`config.mk`:
```
export PLATFORM = sky130hd
export DESIGN_NAME = boot_address_select
export DESIGN_NICKNAME = d
export VERILOG_FILES = /design/src/verilog/boot_address_select_pkg.sv /design/src/verilog/boot_address_select.sv
export SDC_FILE = /design/constraint.sdc
export NUM_CORES = 1
export LEC_CHECK = 0
export CAP_MARGIN = 20
export CORE_AREA = 2 2 95 97
export DETAILED_ROUTE_END_ITERATION = 12
export DIE_AREA = 0 0 97 99
export DONT_BUFFER_PORTS = 1
export GPL_TIMING_DRIVEN = 1
export PLACE_DENSITY = 0.7
export SLEW_MARGIN = 30
export SYNTH_ARGS = -nofsm -noshare
export SYNTH_HDL_FRONTEND = slang
export SYNTH_SLANG_ARGS = --single-unit
```
`constraint.sdc`:
```
create_clock -name i_clk -period 2.45 [get_ports i_clk]
set_clock_uncertainty 0.05 [all_clocks]
set_input_delay 0.49 -clock i_clk [delete_from_list [all_inputs] [get_ports i_clk]]
set_output_delay 0.49 -clock i_clk [all_outputs]
set_load 0.005 [all_outputs]
```
`src/verilog/boot_address_select_pkg.sv`:
```
// Constants, encodings and register map for the boot address selector.
package boot_address_select_pkg;

   // ==========================================================================
   // Widths
   // ==========================================================================
   localparam int FIELD_W = 25;
   localparam int ADDR_W = 32;
   localparam int FIELD_LSB = 7;
   localparam int CMD_W = 8;
   localparam int PADDR_W = 12;

   // ==========================================================================
   // Fixed addresses and factory default fields
   // ==========================================================================
   localparam logic [ADDR_W-1:0] FLASH_BASE = 32'h0800_0000;
   localparam logic [ADDR_W-1:0] FLASH_LAST = 32'h080F_FFFF;
   localparam logic [ADDR_W-1:0] SECURE_FLASH_BASE = 32'h0C00_0000;
   localparam logic [ADDR_W-1:0] SECURE_FLASH_LAST = 32'h0C0F_FFFF;
   localparam logic [ADDR_W-1:0] SERVICES_ENTRY = 32'h0FF8_0000;
   localparam logic [ADDR_W-1:0] BOOTLOADER_ENTRY = 32'h0BF8_F000;
   localparam logic [FIELD_W-1:0] DEFAULT_FIELD_A = FLASH_BASE[ADDR_W-1:FIELD_LSB];
   localparam logic [FIELD_W-1:0] DEFAULT_FIELD_B = BOOTLOADER_ENTRY[ADDR_W-1:FIELD_LSB];
   localparam logic [FIELD_W-1:0] DEFAULT_FIELD_S = SECURE_FLASH_BASE[ADDR_W-1:FIELD_LSB];

   // ==========================================================================
   // Protection levels
   // ==========================================================================
   localparam logic [1:0] PROT_L0 = 2'h0;
   localparam logic [1:0] PROT_L0_5 = 2'h1;
   localparam logic [1:0] PROT_L1 = 2'h2;
   localparam logic [1:0] PROT_L2 = 2'h3;

   // ==========================================================================
   // Boot sources
   // ==========================================================================
   localparam logic [2:0] SRC_NONSECURE_A = 3'h0;
   localparam logic [2:0] SRC_NONSECURE_B = 3'h1;
   localparam logic [2:0] SRC_SECURE = 3'h2;
   localparam logic [2:0] SRC_SERVICES = 3'h3;
   localparam logic [2:0] SRC_FORCED_FLASH = 3'h4;

   // ==========================================================================
   // Register map and fields
   // ==========================================================================
   localparam logic [PADDR_W-1:0] REG_BOOT_ADDRESS = 12'h000;
   localparam logic [PADDR_W-1:0] REG_STATUS = 12'h004;
   localparam logic [PADDR_W-1:0] REG_CONTROL = 12'h008;
   localparam logic [PADDR_W-1:0] REG_OPTIONS = 12'h00C;
   localparam int ST_VALID = 0;
   localparam int ST_SRC_LSB = 1;
   localparam int ST_SECURE = 4;
   localparam int ST_FORCED = 5;
   localparam int CTL_REEVALUATE = 0;
   localparam int SETTLE_CYCLES = 2;

   typedef enum logic [1:0] {
      ST_SETTLE,
      ST_DECIDE,
      ST_HOLD
   } phase_e;

endpackage

```
`src/verilog/boot_address_select.sv`:
```
// Boot address selector: picks the first fetch address once per system reset.
//
// Chosen here: register access over APB and the placing of the registers.
`timescale 1ns/1ps
// ============================================================================
// Summary of operation
// - Boot address comes from pin, option bits and 25-bit address fields.
// - Boot select is the pin or an option bit, chosen by a choice bit.
// - Targets are user flash, bootloader, SRAM, or root security services.
// - Nonsecure, choice 1: pin 0 picks field A, pin 1 picks B.
// - Nonsecure, choice 0: option 1 picks field A, option 0 picks B.
// - Factory field A is flash 0x0800_0000, field B the bootloader.
// - With security on, the secure field is the user source.
// - Security on and lock set: secure field; pin, option and command ignored.
// - Secure, unlocked, no command, choice 1: pin 0 secure, 1 services.
// - Secure, unlocked, no command, choice 0: option 1 secure, 0 services.
// - Secure and unlocked: nonzero services command forces services boot.
// - Factory secure field points to secure flash 0x0C00_0000.
// - Protection level 0 accepts any programmed address.
// - Secure, level 0.5 up: only services entry or secure flash allowed.
// - Secure, protected: disallowed address replaced by services entry.
// - Nonsecure level 2: only flash range allowed, else 0x0800_0000.
// - Services target only selectable when security is enabled.
// - Core starts secure, so boot address is secure.
module boot_address_select (
   input wire logic i_clk,
   input wire logic i_reset_n,
   input wire logic i_boot_select_pin,
   input wire logic i_options_valid,
   input wire logic i_boot_select_option,
   input wire logic i_pin_or_option_choice,
   input wire logic i_security_enable_option,
   input wire logic i_boot_lock_option,
   input wire logic [1:0] i_readout_protection_level,
   input wire logic [boot_address_select_pkg::FIELD_W-1:0] i_nonsecure_boot_address_a,
   input wire logic [boot_address_select_pkg::FIELD_W-1:0] i_nonsecure_boot_address_b,
   input wire logic [boot_address_select_pkg::FIELD_W-1:0] i_secure_boot_address,
   input wire logic [boot_address_select_pkg::CMD_W-1:0] i_services_command,
   input wire logic i_psel,
   input wire logic i_penable,
   input wire logic i_pwrite,
   input wire logic [boot_address_select_pkg::PADDR_W-1:0] i_paddr,
   input wire logic [31:0] i_pwdata,
   output logic [31:0] o_prdata,
   output logic o_pready,
   output logic o_pslverr,
   output logic [boot_address_select_pkg::ADDR_W-1:0] o_boot_address,
   output logic o_boot_valid,
   output logic [2:0] o_boot_source,
   output logic o_address_forced,
   output logic o_start_secure
);
   import boot_address_select_pkg::*;

   // =========================================================================
   // Pin synchroniser
   // =========================================================================
   logic pin_meta;
   logic pin_sync;

   always_ff @(posedge i_clk or negedge i_reset_n) begin
      if (!i_reset_n) begin
         pin_meta <= 1'b0;
         pin_sync <= 1'b0;
      end else begin
         pin_meta <= i_boot_select_pin;
         pin_sync <= pin_meta;
      end
   end

   // =========================================================================
   // Helpers
   // =========================================================================
   function automatic logic in_range(input logic [ADDR_W-1:0] addr,
                                     input logic [ADDR_W-1:0] lo,
                                     input logic [ADDR_W-1:0] hi);
      in_range = (addr >= lo) && (addr <= hi);
   endfunction

   function automatic logic [ADDR_W-1:0] field_to_addr(input logic [FIELD_W-1:0] f);
      field_to_addr = {f, {FIELD_LSB{1'b0}}};
   endfunction

   // =========================================================================
   // Decision logic
   // =========================================================================
   logic [FIELD_W-1:0] field_a;
   logic [FIELD_W-1:0] field_b;
   logic [FIELD_W-1:0] field_s;
   logic select_one;
   logic [ADDR_W-1:0] next_boot_address;
   logic [2:0] next_boot_source;
   logic next_forced;

   // Blank option storage falls back to factory fields so a fresh part still boots.
   assign field_a = i_options_valid ? i_nonsecure_boot_address_a : DEFAULT_FIELD_A;
   assign field_b = i_options_valid ? i_nonsecure_boot_address_b : DEFAULT_FIELD_B;
   assign field_s = i_options_valid ? i_secure_boot_address : DEFAULT_FIELD_S;

   // The option bit is active low in sense: option 1 acts like pin 0.
   assign select_one = i_pin_or_option_choice ? pin_sync : !i_boot_select_option;

   always_comb begin
      next_boot_address = field_to_addr(field_a);
      next_boot_source = SRC_NONSECURE_A;
      next_forced = 1'b0;
      if (i_security_enable_option) begin
         if (i_boot_lock_option) begin
            next_boot_address = field_to_addr(field_s);
            next_boot_source = SRC_SECURE;
         end else if (i_services_command != '0) begin
            next_boot_address = SERVICES_ENTRY;
            next_boot_source = SRC_SERVICES;
         end else if (select_one) begin
            next_boot_address = SERVICES_ENTRY;
            next_boot_source = SRC_SERVICES;
         end else begin
            next_boot_address = field_to_addr(field_s);
            next_boot_source = SRC_SECURE;
         end
         if (i_readout_protection_level != PROT_L0 &&
             next_boot_address != SERVICES_ENTRY &&
             !in_range(next_boot_address, SECURE_FLASH_BASE, SECURE_FLASH_LAST)) begin
            next_boot_address = SERVICES_ENTRY;
            next_boot_source = SRC_SERVICES;
            next_forced = 1'b1;
         end
      end else begin
         if (select_one) begin
            next_boot_address = field_to_addr(field_b);
            next_boot_source = SRC_NONSECURE_B;
         end
         if (i_readout_protection_level == PROT_L2 &&
             !in_range(next_boot_address, FLASH_BASE, FLASH_LAST)) begin
            next_boot_address = FLASH_BASE;
            next_boot_source = SRC_FORCED_FLASH;
            next_forced = 1'b1;
         end
         // Levels below 2 keep the programmed address untouched.
      end
   end
   // level 0 never enters either replacement branch above.

   // =========================================================================
   // Sequencing
   // =========================================================================
   phase_e phase;
   logic [1:0] settle_count;
   logic reevaluate_req;
   logic [11:0] option_snapshot;

   // Waiting for the synchroniser keeps a reset-time pin level from being missed.
   always_ff @(posedge i_clk or negedge i_reset_n) begin
      if (!i_reset_n) begin
         phase <= ST_SETTLE;
         settle_count <= 2'h0;
      end else begin
         case (phase)
            ST_SETTLE: begin
               if (settle_count == 2'(SETTLE_CYCLES - 1)) begin
                  phase <= ST_DECIDE;
                  settle_count <= 2'h0;
               end else begin
                  settle_count <= settle_count + 2'h1;
               end
            end
            ST_DECIDE: begin
               phase <= ST_HOLD;
            end
            ST_HOLD: begin
               if (reevaluate_req) begin
                  phase <= ST_SETTLE;
               end
            end
            default: begin
               phase <= ST_SETTLE;
               settle_count <= 2'h0;
            end
         endcase
      end
   end

   // The result is latched in ST_DECIDE; later pin or option changes are ignored until a reevaluation.
   always_ff @(posedge i_clk or negedge i_reset_n) begin
      if (!i_reset_n) begin
         o_boot_address <= '0;
         o_boot_source <= SRC_NONSECURE_A;
         o_address_forced <= 1'b0;
         o_boot_valid <= 1'b0;
         o_start_secure <= 1'b0;
         option_snapshot <= '0;
      end else if (phase == ST_DECIDE) begin
         o_boot_address <= next_boot_address;
         o_boot_source <= next_boot_source;
         o_address_forced <= next_forced;
         o_boot_valid <= 1'b1;
         o_start_secure <= 1'b1;
         option_snapshot <= {i_services_command[3:0], i_readout_protection_level,
                             i_boot_lock_option, i_security_enable_option,
                             i_pin_or_option_choice, i_boot_select_option,
                             pin_sync, i_options_valid};
      end else if (phase == ST_HOLD && reevaluate_req) begin
         o_boot_valid <= 1'b0;
      end
   end

   // =========================================================================
   // APB slave
   // =========================================================================
   logic setup_phase;
   logic access_done;
   logic addr_mapped;
   logic addr_writable;

   assign setup_phase = i_psel && !i_penable;
   assign access_done = i_psel && i_penable && o_pready;
   assign addr_mapped = (i_paddr == REG_BOOT_ADDRESS) || (i_paddr == REG_STATUS) ||
                        (i_paddr == REG_CONTROL) || (i_paddr == REG_OPTIONS);
   assign addr_writable = (i_paddr == REG_CONTROL);

   // No wait state: ready rises in the first access cycle.
   always_ff @(posedge i_clk or negedge i_reset_n) begin
      if (!i_reset_n) begin
         o_pready <= 1'b0;
         o_pslverr <= 1'b0;
         o_prdata <= '0;
      end else begin
         o_pready <= setup_phase;
         o_pslverr <= setup_phase && (!addr_mapped || (i_pwrite && !addr_writable));
         o_prdata <= '0;
         if (setup_phase && !i_pwrite) begin
            case (i_paddr)
               REG_BOOT_ADDRESS: o_prdata <= o_boot_address;
               REG_STATUS: begin
                  o_prdata[ST_VALID] <= o_boot_valid;
                  o_prdata[ST_SRC_LSB +: 3] <= o_boot_source;
                  o_prdata[ST_SECURE] <= o_start_secure;
                  o_prdata[ST_FORCED] <= o_address_forced;
               end
               REG_OPTIONS: o_prdata[11:0] <= option_snapshot;
               default: o_prdata <= '0;
            endcase
         end
      end
   end

   // Reevaluation stands in for a system reset of this block only.
   always_ff @(posedge i_clk or negedge i_reset_n) begin
      if (!i_reset_n) begin
         reevaluate_req <= 1'b0;
      end else if (access_done && i_pwrite && i_paddr == REG_CONTROL) begin
         reevaluate_req <= i_pwdata[CTL_REEVALUATE];
      end else if (phase == ST_HOLD) begin
         reevaluate_req <= 1'b0;
      end
   end

endmodule

```
======== After elaboration in Yosys (flattened, before gate mapping) ========
Index checks and enable logic that the tools add are counted.
storage, ports and cells
  input bits .............................. 140
  output and inout port bits .............. 72
  word-level logic and storage cells ...... 98
  flip-flop bits (word level) ............. 91
operators by class
  muxes and demuxes ....................... 36
  equal/unequal tests ..................... 10
  magnitude comparators ................... 4
  add/subtract/negate cells ............... 1
  reduce and logical (&&, ||, !) cells .... 33
operators by type and width
  cell                                                               count
  two-way mux 32 bit                                                 10
  two-way mux 25 bit                                                 3
  >= comparator 32 x 28 -> 1 bit (second input constant)             2
  less-or-equal comparator 32 x 28 -> 1 bit (second input constant)  2
  != test 32 x 28 -> 1 bit (second input constant)                   1
  equality test 12 x 4 -> 1 bit (second input constant)              2
  two-way mux 20 bit                                                 1
  case mux 6 bit (3 select lines)                                    1
  logical AND 1 bit                                                  14
  equality test 12 x 3 -> 1 bit (second input constant)              1
  zero test 12 bit                                                   1
  two-way mux 1 bit                                                  12
  case mux 6 bit (2 select lines)                                    1
  two-way mux 3 bit                                                  3
  nonzero test 8 bit                                                 1
  zero test 1 bit                                                    7
  two-way mux 2 bit                                                  3
  case mux 2 bit (3 select lines)                                    1
  nonzero test 2 bit                                                 3
  equality test 2 x 1 -> 1 bit (second input constant)               2
  equality test 2 bit (second input constant)                        2
  logical OR 1 bit                                                   4
  != test 2 bit (second input constant)                              2
  case mux 2 bit (2 select lines)                                    1
  4 further kinds                                                    4

======== Depth between registers and ports, before layout ========
Gate-level depths: netlist (run 1).
  depth after elaboration ................. 12
  depth in mapped cells ................... 8

======== Worst setup path before layout (run 1) ========
Ideal clock, no wire load.
  kind .................................... in2reg
  from .................................... input i_secure_boot_address[3] (netlist bit)
  to ...................................... register o_boot_address[10] (netlist bit)
  data arrival time ....................... 1.839 ns
  setup time .............................. 0.091 ns
  setup slack ............................. 0.470 ns
  stages .................................. 6
  cells stage by stage .................... nor4_2 nand4_1 nor4_4 o2111ai_4 buf_6 o221ai_2
between the ends
  word-level cells in the longest chain between the ends .. 11
  elaborated cells on any way between the ends .. 14
  those cells by class .................... 2 x order compare; 1 x eq/ne; 7 x mux; 4 x reduce/logical
ends and longest elaborated chain
  what                                                                                                line                        RTL
  from (decl)                                                                                         boot_address_select.sv:37   input wire logic [boot_address_select_pkg::FIELD_W-1:0] i_secure_boot_address,
  two-way mux 25 bit *                                                                                boot_address_select.sv:98   assign field_s = i_options_valid ? i_secure_boot_address : DEFAULT_FIELD_S;
  two-way mux 32 bit                                                                                  boot_address_select.sv:114  end else if (select_one) begin
  two-way mux 32 bit                                                                                  boot_address_select.sv:111  end else if (i_services_command != '0) begin
  two-way mux 32 bit *                                                                                boot_address_select.sv:108  if (i_boot_lock_option) begin
  two-way mux 32 bit *                                                                                boot_address_select.sv:107  if (i_security_enable_option) begin
  >= comparator 32 x 28 -> 1 bit / less-or-equal comparator 32 x 28 -> 1 bit (equally long branches)  boot_address_select.sv:77   in_range = (addr >= lo) && (addr <= hi);
  logical AND 1 bit                                                                                   boot_address_select.sv:77
  zero test 1 bit                                                                                     boot_address_select.sv:123  !in_range(next_boot_address, SECURE_FLASH_BASE, SECURE_FLASH_LAST)) begin
  logical AND 1 bit                                                                                   boot_address_select.sv:122  next_boot_address != SERVICES_ENTRY &&
  two-way mux 32 bit *                                                                                boot_address_select.sv:121  if (i_readout_protection_level != PROT_L0 &&
  two-way mux 32 bit *                                                                                boot_address_select.sv:107
  to (signal assigned)                                                                                boot_address_select.sv:193  o_boot_address <= next_boot_address;
  to (decl)                                                                                           boot_address_select.sv:47   output logic [boot_address_select_pkg::ADDR_W-1:0] o_boot_address,
Every way passes the cells marked *; elsewhere a longest branch is shown, timed or not. The select of a mux whose other input is x is not followed.
A chain may end at the register's enable or synchronous reset.

======== Final worst setup path (run 1) ========
  from .................................... register phase[1]
  to ...................................... register o_address_forced
between the ends
  word-level cells in the longest chain between the ends .. 1
ends and longest elaborated chain
  what                          line                        RTL
  from (decl)                   boot_address_select.sv:147  phase_e phase;
  from (signal assigned)        boot_address_select.sv:155  phase <= ST_SETTLE;
  from (signal assigned)        boot_address_select.sv:161  phase <= ST_DECIDE;
  from (signal assigned)        boot_address_select.sv:168  phase <= ST_HOLD;
  equality test 2 x 1 -> 1 bit  boot_address_select.sv:192  end else if (phase == ST_DECIDE) begin
  to (signal assigned)          boot_address_select.sv:195  o_address_forced <= next_forced;
  to (decl)                     boot_address_select.sv:50   output logic o_address_forced,
Every way passes these cells.

==> results of run 1 <==
worst paths after layout:
path | start | to | slack, ps | cells past startpoint
setup / recovery | phase[1] | o_address_forced | 260 | 5
max in group asynchronous | i_reset_n | o_boot_address[22] | 1410 | 2
setup reg to reg | phase[1] | o_address_forced | 260 | 5
hold / removal | i_boot_select_pin | pin_meta | 90 | 0
min in group asynchronous | i_reset_n | o_boot_address[27] | 640 | 2
hold reg to reg | pin_meta | pin_sync | 310 | 0
through the flow:
stage / util / power (W) / area, sq um
after detailed placement: 0.494 / 0.00315 / 4230
final: 0.526 / 0.00428 / 4500
after global routing: 0.526 / 0.00454 / 4500
after floorplan: - / 0.00283 / 4170
after global placement: 0.494 / 0.00311 / 4230
after CTS: 0.521 / 0.00427 / 4450
flip-flops by register name, indices dropped and copies added, names as in the netlist:
register	flops
o_boot_valid	1
o_boot_address	25
o_pslverr	1
pin_meta	1
o_address_forced	1
settle_count	2
phase	2
o_prdata	32
o_pready	1
o_boot_source	3
option_snapshot	11
pin_sync	1
o_start_secure	1
reevaluate_req	1
where the power goes:
group / switching (W) / internal [W] / total [W]
Sequential: 0.000315 / 0.00170 / 0.00202
Clock: 0.000538 / 0.000581 / 0.00112
Combinational: 0.000593 / 0.000548 / 0.00114
final cells by class:
class | count | area share
Clock buffer | 9 | 0.0275
Clock inverter | 7 | 0.0225
Inverter | 25 | 0.0209
Multi-Input combinational cell | 267 | 0.416
Sequential cell | 83 | 0.462
Tap cell | 108 | 0.0300
Timing Repair Buffer | 10 | 0.0217
cells by family (layout without fill, tap and decap cells):
family | count (synthesis) | after routing | share of synthesized area
fa+ha+maj | 3 | 3 | 0.00906
other cells | 1 | 7 | 0.000905
mux | 31 | 31 | 0.0782
flops | 83 | 83 | 0.501
buf+inv | 50 | 51 | 0.0562
simple gates | 138 | 138 | 0.183
compound gates | 88 | 88 | 0.172
critical path: cells and delay by family (launching register included):
kind            cells  cell delay (ps)
compound gates      2              930
fa+ha+maj           1              400
buf+inv             2              360
flops               1              390
cell usage after synthesis (all sizes together), types with 8 or more instances:
library cell	count
dfrtp	83
nand2	33
inv	25
nor2	25
and2	23
mux2i	20
o21ai	18
o221ai	17
buf	14
a21oi	13
a22oi	11
clkbuf	11
mux2	11
nand2b	10
nor2b	9
nor4	9
nand4	8
what timing repair did:
item,CTS,global route
endpoints found under the setup margin,0,7
resized for setup,0,1
endpoints found under the hold margin,83,83
metal layers:
layer / share of wire / GRT usage
met5: 0 / 0
met4: 0.025 / 0.0910
met3: 0.11 / 0.0809
met2: 0.46 / 0.359
met1: 0.40 / 0.313
==> impl_metrics.yaml, run 1 <==
logic_synthesis:
  yosysTopAreaCell: "dfrtp_1"
  synth.distinct_cells: 56
  async_reset_ff_frac: 1.00
  syn_area_sq_mm: 0.00414
  synth_top_area_share: 0.501
  yosysWarnings: 0
  yosys_most_used_dff: "dfrtp_1"
  synth_edf_count: 0
  avgSynthCellArea_sq_um: 10.5
  synth-seq-cells: 83
  synth-seq-area-share: 0.501
  synthTopCellsByArea: "dfrtp_1, mux2i_1, o221ai_2"
  synth_cells: 394
floorplanning:
  num_rows: 34
  ios: 212
  start_util: 0.485
  dieArea_sq_mm: 0.00960
  chipWidth_um: 97
  die-height_um: 99
  coreArea_sq_mm: 0.00855
sta:
  worst_slack_ps: 260
  fin_crit_ps: 2190
  slew_violations: 0
  rsz0062_at_grt: "false"
  fin_tns_setup_ps: 0
  hold_violations: 0
  fin_hold_ws_ps: 92.8
  worst_pin_slew_ps: 822
  setup_viol: 0
  fmax_mhz: 457
  slew_headroom: 0.438
  post-route-period-util: 0.894
cells_and_area:
  fillers: 743
  regArea_sq_mm: 0.00208
  layout.nets: 539
  drive_gt1_frac: 0.137
  diodes: 0
  finalNonFillerCells: 509
  area_growth_pct: 8.58
  final_common_cell: "dfrtp_1"
  mostFrequentLayoutCells: "dfrtp_1, nand2_1, inv_1, nor2_1, and2_1"
  multiInputGateArea_sq_mm: 0.00187
setup_path:
  critPathKind: "reg -> reg"
  critPathCaptureType: "flip-flop"
  required_ps: 2710
  arrival_ps: 2450
  cp_slowest_cell: "a2111oi_0"
  crit_chain: "inv_1 > ha_1 > inv_1 > a2111oi_0 > a211o_1"
  critPathLaunchType: "flip-flop"
  crit_fanout: 10
  cpPeakStageDelay_ps: 760
  crit_top_cell: "inv_1"
route:
  drt-total-wl_um: 11200
  wl_per_cell_um: 22.0
  ant_nets: 0
  first_pass_iters: 5
  viasPerCell: 6.08
  vias: 3096
  drc: 0
  first_iter_violations: 134
clock_network:
  insertion_delay_ps: 370
  cts.sinks: 83
  cts_buffers: 9
  clk_path_buf_depth: 2
  tritoncts: "built"
  root_buffer: "clkbuf_8"
  cts_setup_buffers: 0
  clk_pin_slew_ps: 90
  cts_htree_levels: 3
place:
  place.gp.congestion: 0.891
  place_hpwl_um: 8400
  place_ws_ps: 43.0
  dp_cells: 491
  io_buffers: 0
power:
  ir_drop_mv: 0.368
  p_per_area_mw_per_mm2: 950
  p_leak_nw: 2.07
grt:
  first_global_vias: 3079
  antenna_found_initial: 0
  grt_max_degree: 84
  overflow: 0
  track_usage: 0.236
  grt_pass1_wl_um: 17200
flow_run:
  cap_violations: 0
worst_hold_path:
  hold_path.class: "in -> reg"
run_status:
  status: "completed"
Power figures use the tool's default switching activity.
==> run 2: changes to the inputs <==
CELL_PAD_IN_SITES_DETAIL_PLACEMENT = 1   (was unset)
CELL_PAD_IN_SITES_GLOBAL_PLACEMENT = 1   (was unset)
CORE_AREA = 3 3 89 113   (was 2 2 95 97)
DIE_AREA = 0 0 92 116   (was 0 0 97 99)
PLACE_DENSITY = 0.84   (was 0.7)
==> impl_metrics.yaml, run 2 (synthesis results as in run 1) <==
power:
  p_leak_nw: 2.12
  ir_drop_mv: 0.384
  p_per_area_mw_per_mm2: 1030
  total_power_w: 0.00474
route:
  drt-total-wl_um: 12400
  viasPerCell: 6.04
  wl_met2_um: 6660
  wl_met3_um: 987
  vias: 3161
  wl_met1_um: 4560
  ant_nets: 0
  top_layer: "met4"
  wl_per_cell_um: 23.7
  first_iter_violations: 112
  drc: 0
  first_pass_iters: 4
grt:
  grt_max_degree: 84
  track_usage: 0.234
  grt_pass1_wl_um: 19100
  overflow: 0
  first_global_vias: 3562
  antenna_found_initial: 0
place:
  place_hpwl_um: 9480
  io_buffers: 0
  place.gp.congestion: 0.843
run_status:
  violations: "hold timing"
  status: "finished with violations"
cells_and_area:
  final_common_cell: "dfrtp_1"
  area_growth_pct: 11.3
  mostFrequentLayoutCells: "dfrtp_1, nand2_1, inv_1, nor2_1, and2_1"
  reg_top3: "o_prdata (32), o_boot_address (25), option_snapshot (11)"
  layout.nets: 538
  fillers: 1025
  regMostFlops: "o_prdata"
  largest_reg_flops: 32
  multiInputGateArea_sq_mm: 0.00186
  drive_gt1_frac: 0.133
  regArea_sq_mm: 0.00208
  diodes: 0
sta:
  worst_pin_slew_ps: 726
  fin_tns_setup_ps: 0
  rsz0062_at_grt: "false"
  hold_violations: 83
  fin_hold_ws_ps: -205
  fmax_mhz: 461
  fin_crit_ps: 2170
  setup_viol: 0
  post-route-period-util: 0.886
  slew_headroom: 0.504
  slew_violations: 0
floorplanning:
  num_rows: 39
  dieArea_sq_mm: 0.0107
  chipWidth_um: 92
  coreArea_sq_mm: 0.00908
  ios: 212
  die-height_um: 116
  start_util: 0.457
clock_network:
  tritoncts: "built"
  root_buffer: "clkbuf_16"
  cts.sinks: 83
  clk_pin_slew_ps: 60
  insertion_delay_ps: 340
  cts_htree_levels: 3
  clk_path_buf_depth: 2
  cts_buffers: 9
setup_path:
  required_ps: 2630
  critPathCaptureType: "flip-flop"
  critPathLaunchType: "flip-flop"
  cp_slowest_cell: "nand4_2"
  critPathKind: "reg -> reg"
  ff2ff_path_depth: 7
  r2r_start: "phase[1]"
  crit_chain: "inv_1 > ha_1 > inv_1 > buf_4 > nor2_1 > nand4_2 > o221ai_1"
  cpPeakStageDelay_ps: 410
  r2r-end: "o_boot_address[7]"
  crit_fanout: 11
  arrival_ps: 2350
  crit_top_cell: "inv_1"
  r2r_slack_ps: 280
worst_hold_path:
  hold_path.class: "in -> async"
flow_run:
  cap_violations: 0
[run 2: layout make-up]
class / count / area share
Multi-Input combinational cell: 267 / 0.404
Clock inverter: 4 / 0.0212
Timing Repair Buffer: 9 / 0.0174
Inverter: 25 / 0.0204
Clock buffer: 12 / 0.0535
Tap cell: 123 / 0.0334
Sequential cell: 83 / 0.450
[run 2: worst max path at each step]
stage | start | end | depth (start not counted)
after global routing | phase[1] | o_boot_address[7] | 7
after CTS | phase[1] | o_boot_address[7] | 7
final | phase[1] | o_boot_address[7] | 7
after detailed placement | i_secure_boot_address[3] | o_boot_address[7] | 5
after floorplan | i_secure_boot_address[3] | o_boot_address[10] | 6
after global placement | i_secure_boot_address[3] | o_boot_address[8] | 5
[run 2: power by group]
group	total, W	switching, W	internal (W)
Combinational	0.00114	0.000589	0.000554
Clock	0.00157	0.000546	0.00103
Sequential	0.00202	0.000318	0.00170
Total	0.00474	0.00145	0.00328
[run 2: metrics by stage]
| stage | area [sq um] | util | std cells | setup slack (ps) |
|---|---|---|---|---|
| 2_1_floorplan | 4170 | - | 400 | 470 |
| 3_3_place_gp | 4270 | 0.470 | 507 | 22.1 |
| 3_5_place_dp | 4270 | 0.470 | 507 | 59.2 |
| 4_1_cts | 4610 | 0.508 | 523 | 267 |
| 5_1_grt | 4610 | 0.508 | 523 | 61.5 |
| 6_report | 4610 | 0.508 | 523 | 280 |
[run 2: worst max-delay path, delay by kind of cell, from the launching register on]
| family | cells | cell delay [ps] |
|---|---|---|
| compound gates | 1 | 310 |
| fa+ha+maj | 1 | 290 |
| buf+inv | 3 | 380 |
| flops | 1 | 380 |
| simple gates | 2 | 660 |
[run 2: per-layer routing]
metal  vias to the layer above  GRT usage
met4                         0     0.0783
met5                         -          0
met3                        13     0.0688
li1                       1391          -
met2                       140      0.427
met1                      1617      0.262
[run 2: what timing repair did]
action | CTS | global route
hold endpoints to repair | 83 | 83
buffers inserted | 0 | 0
resized for setup | 0 | 0
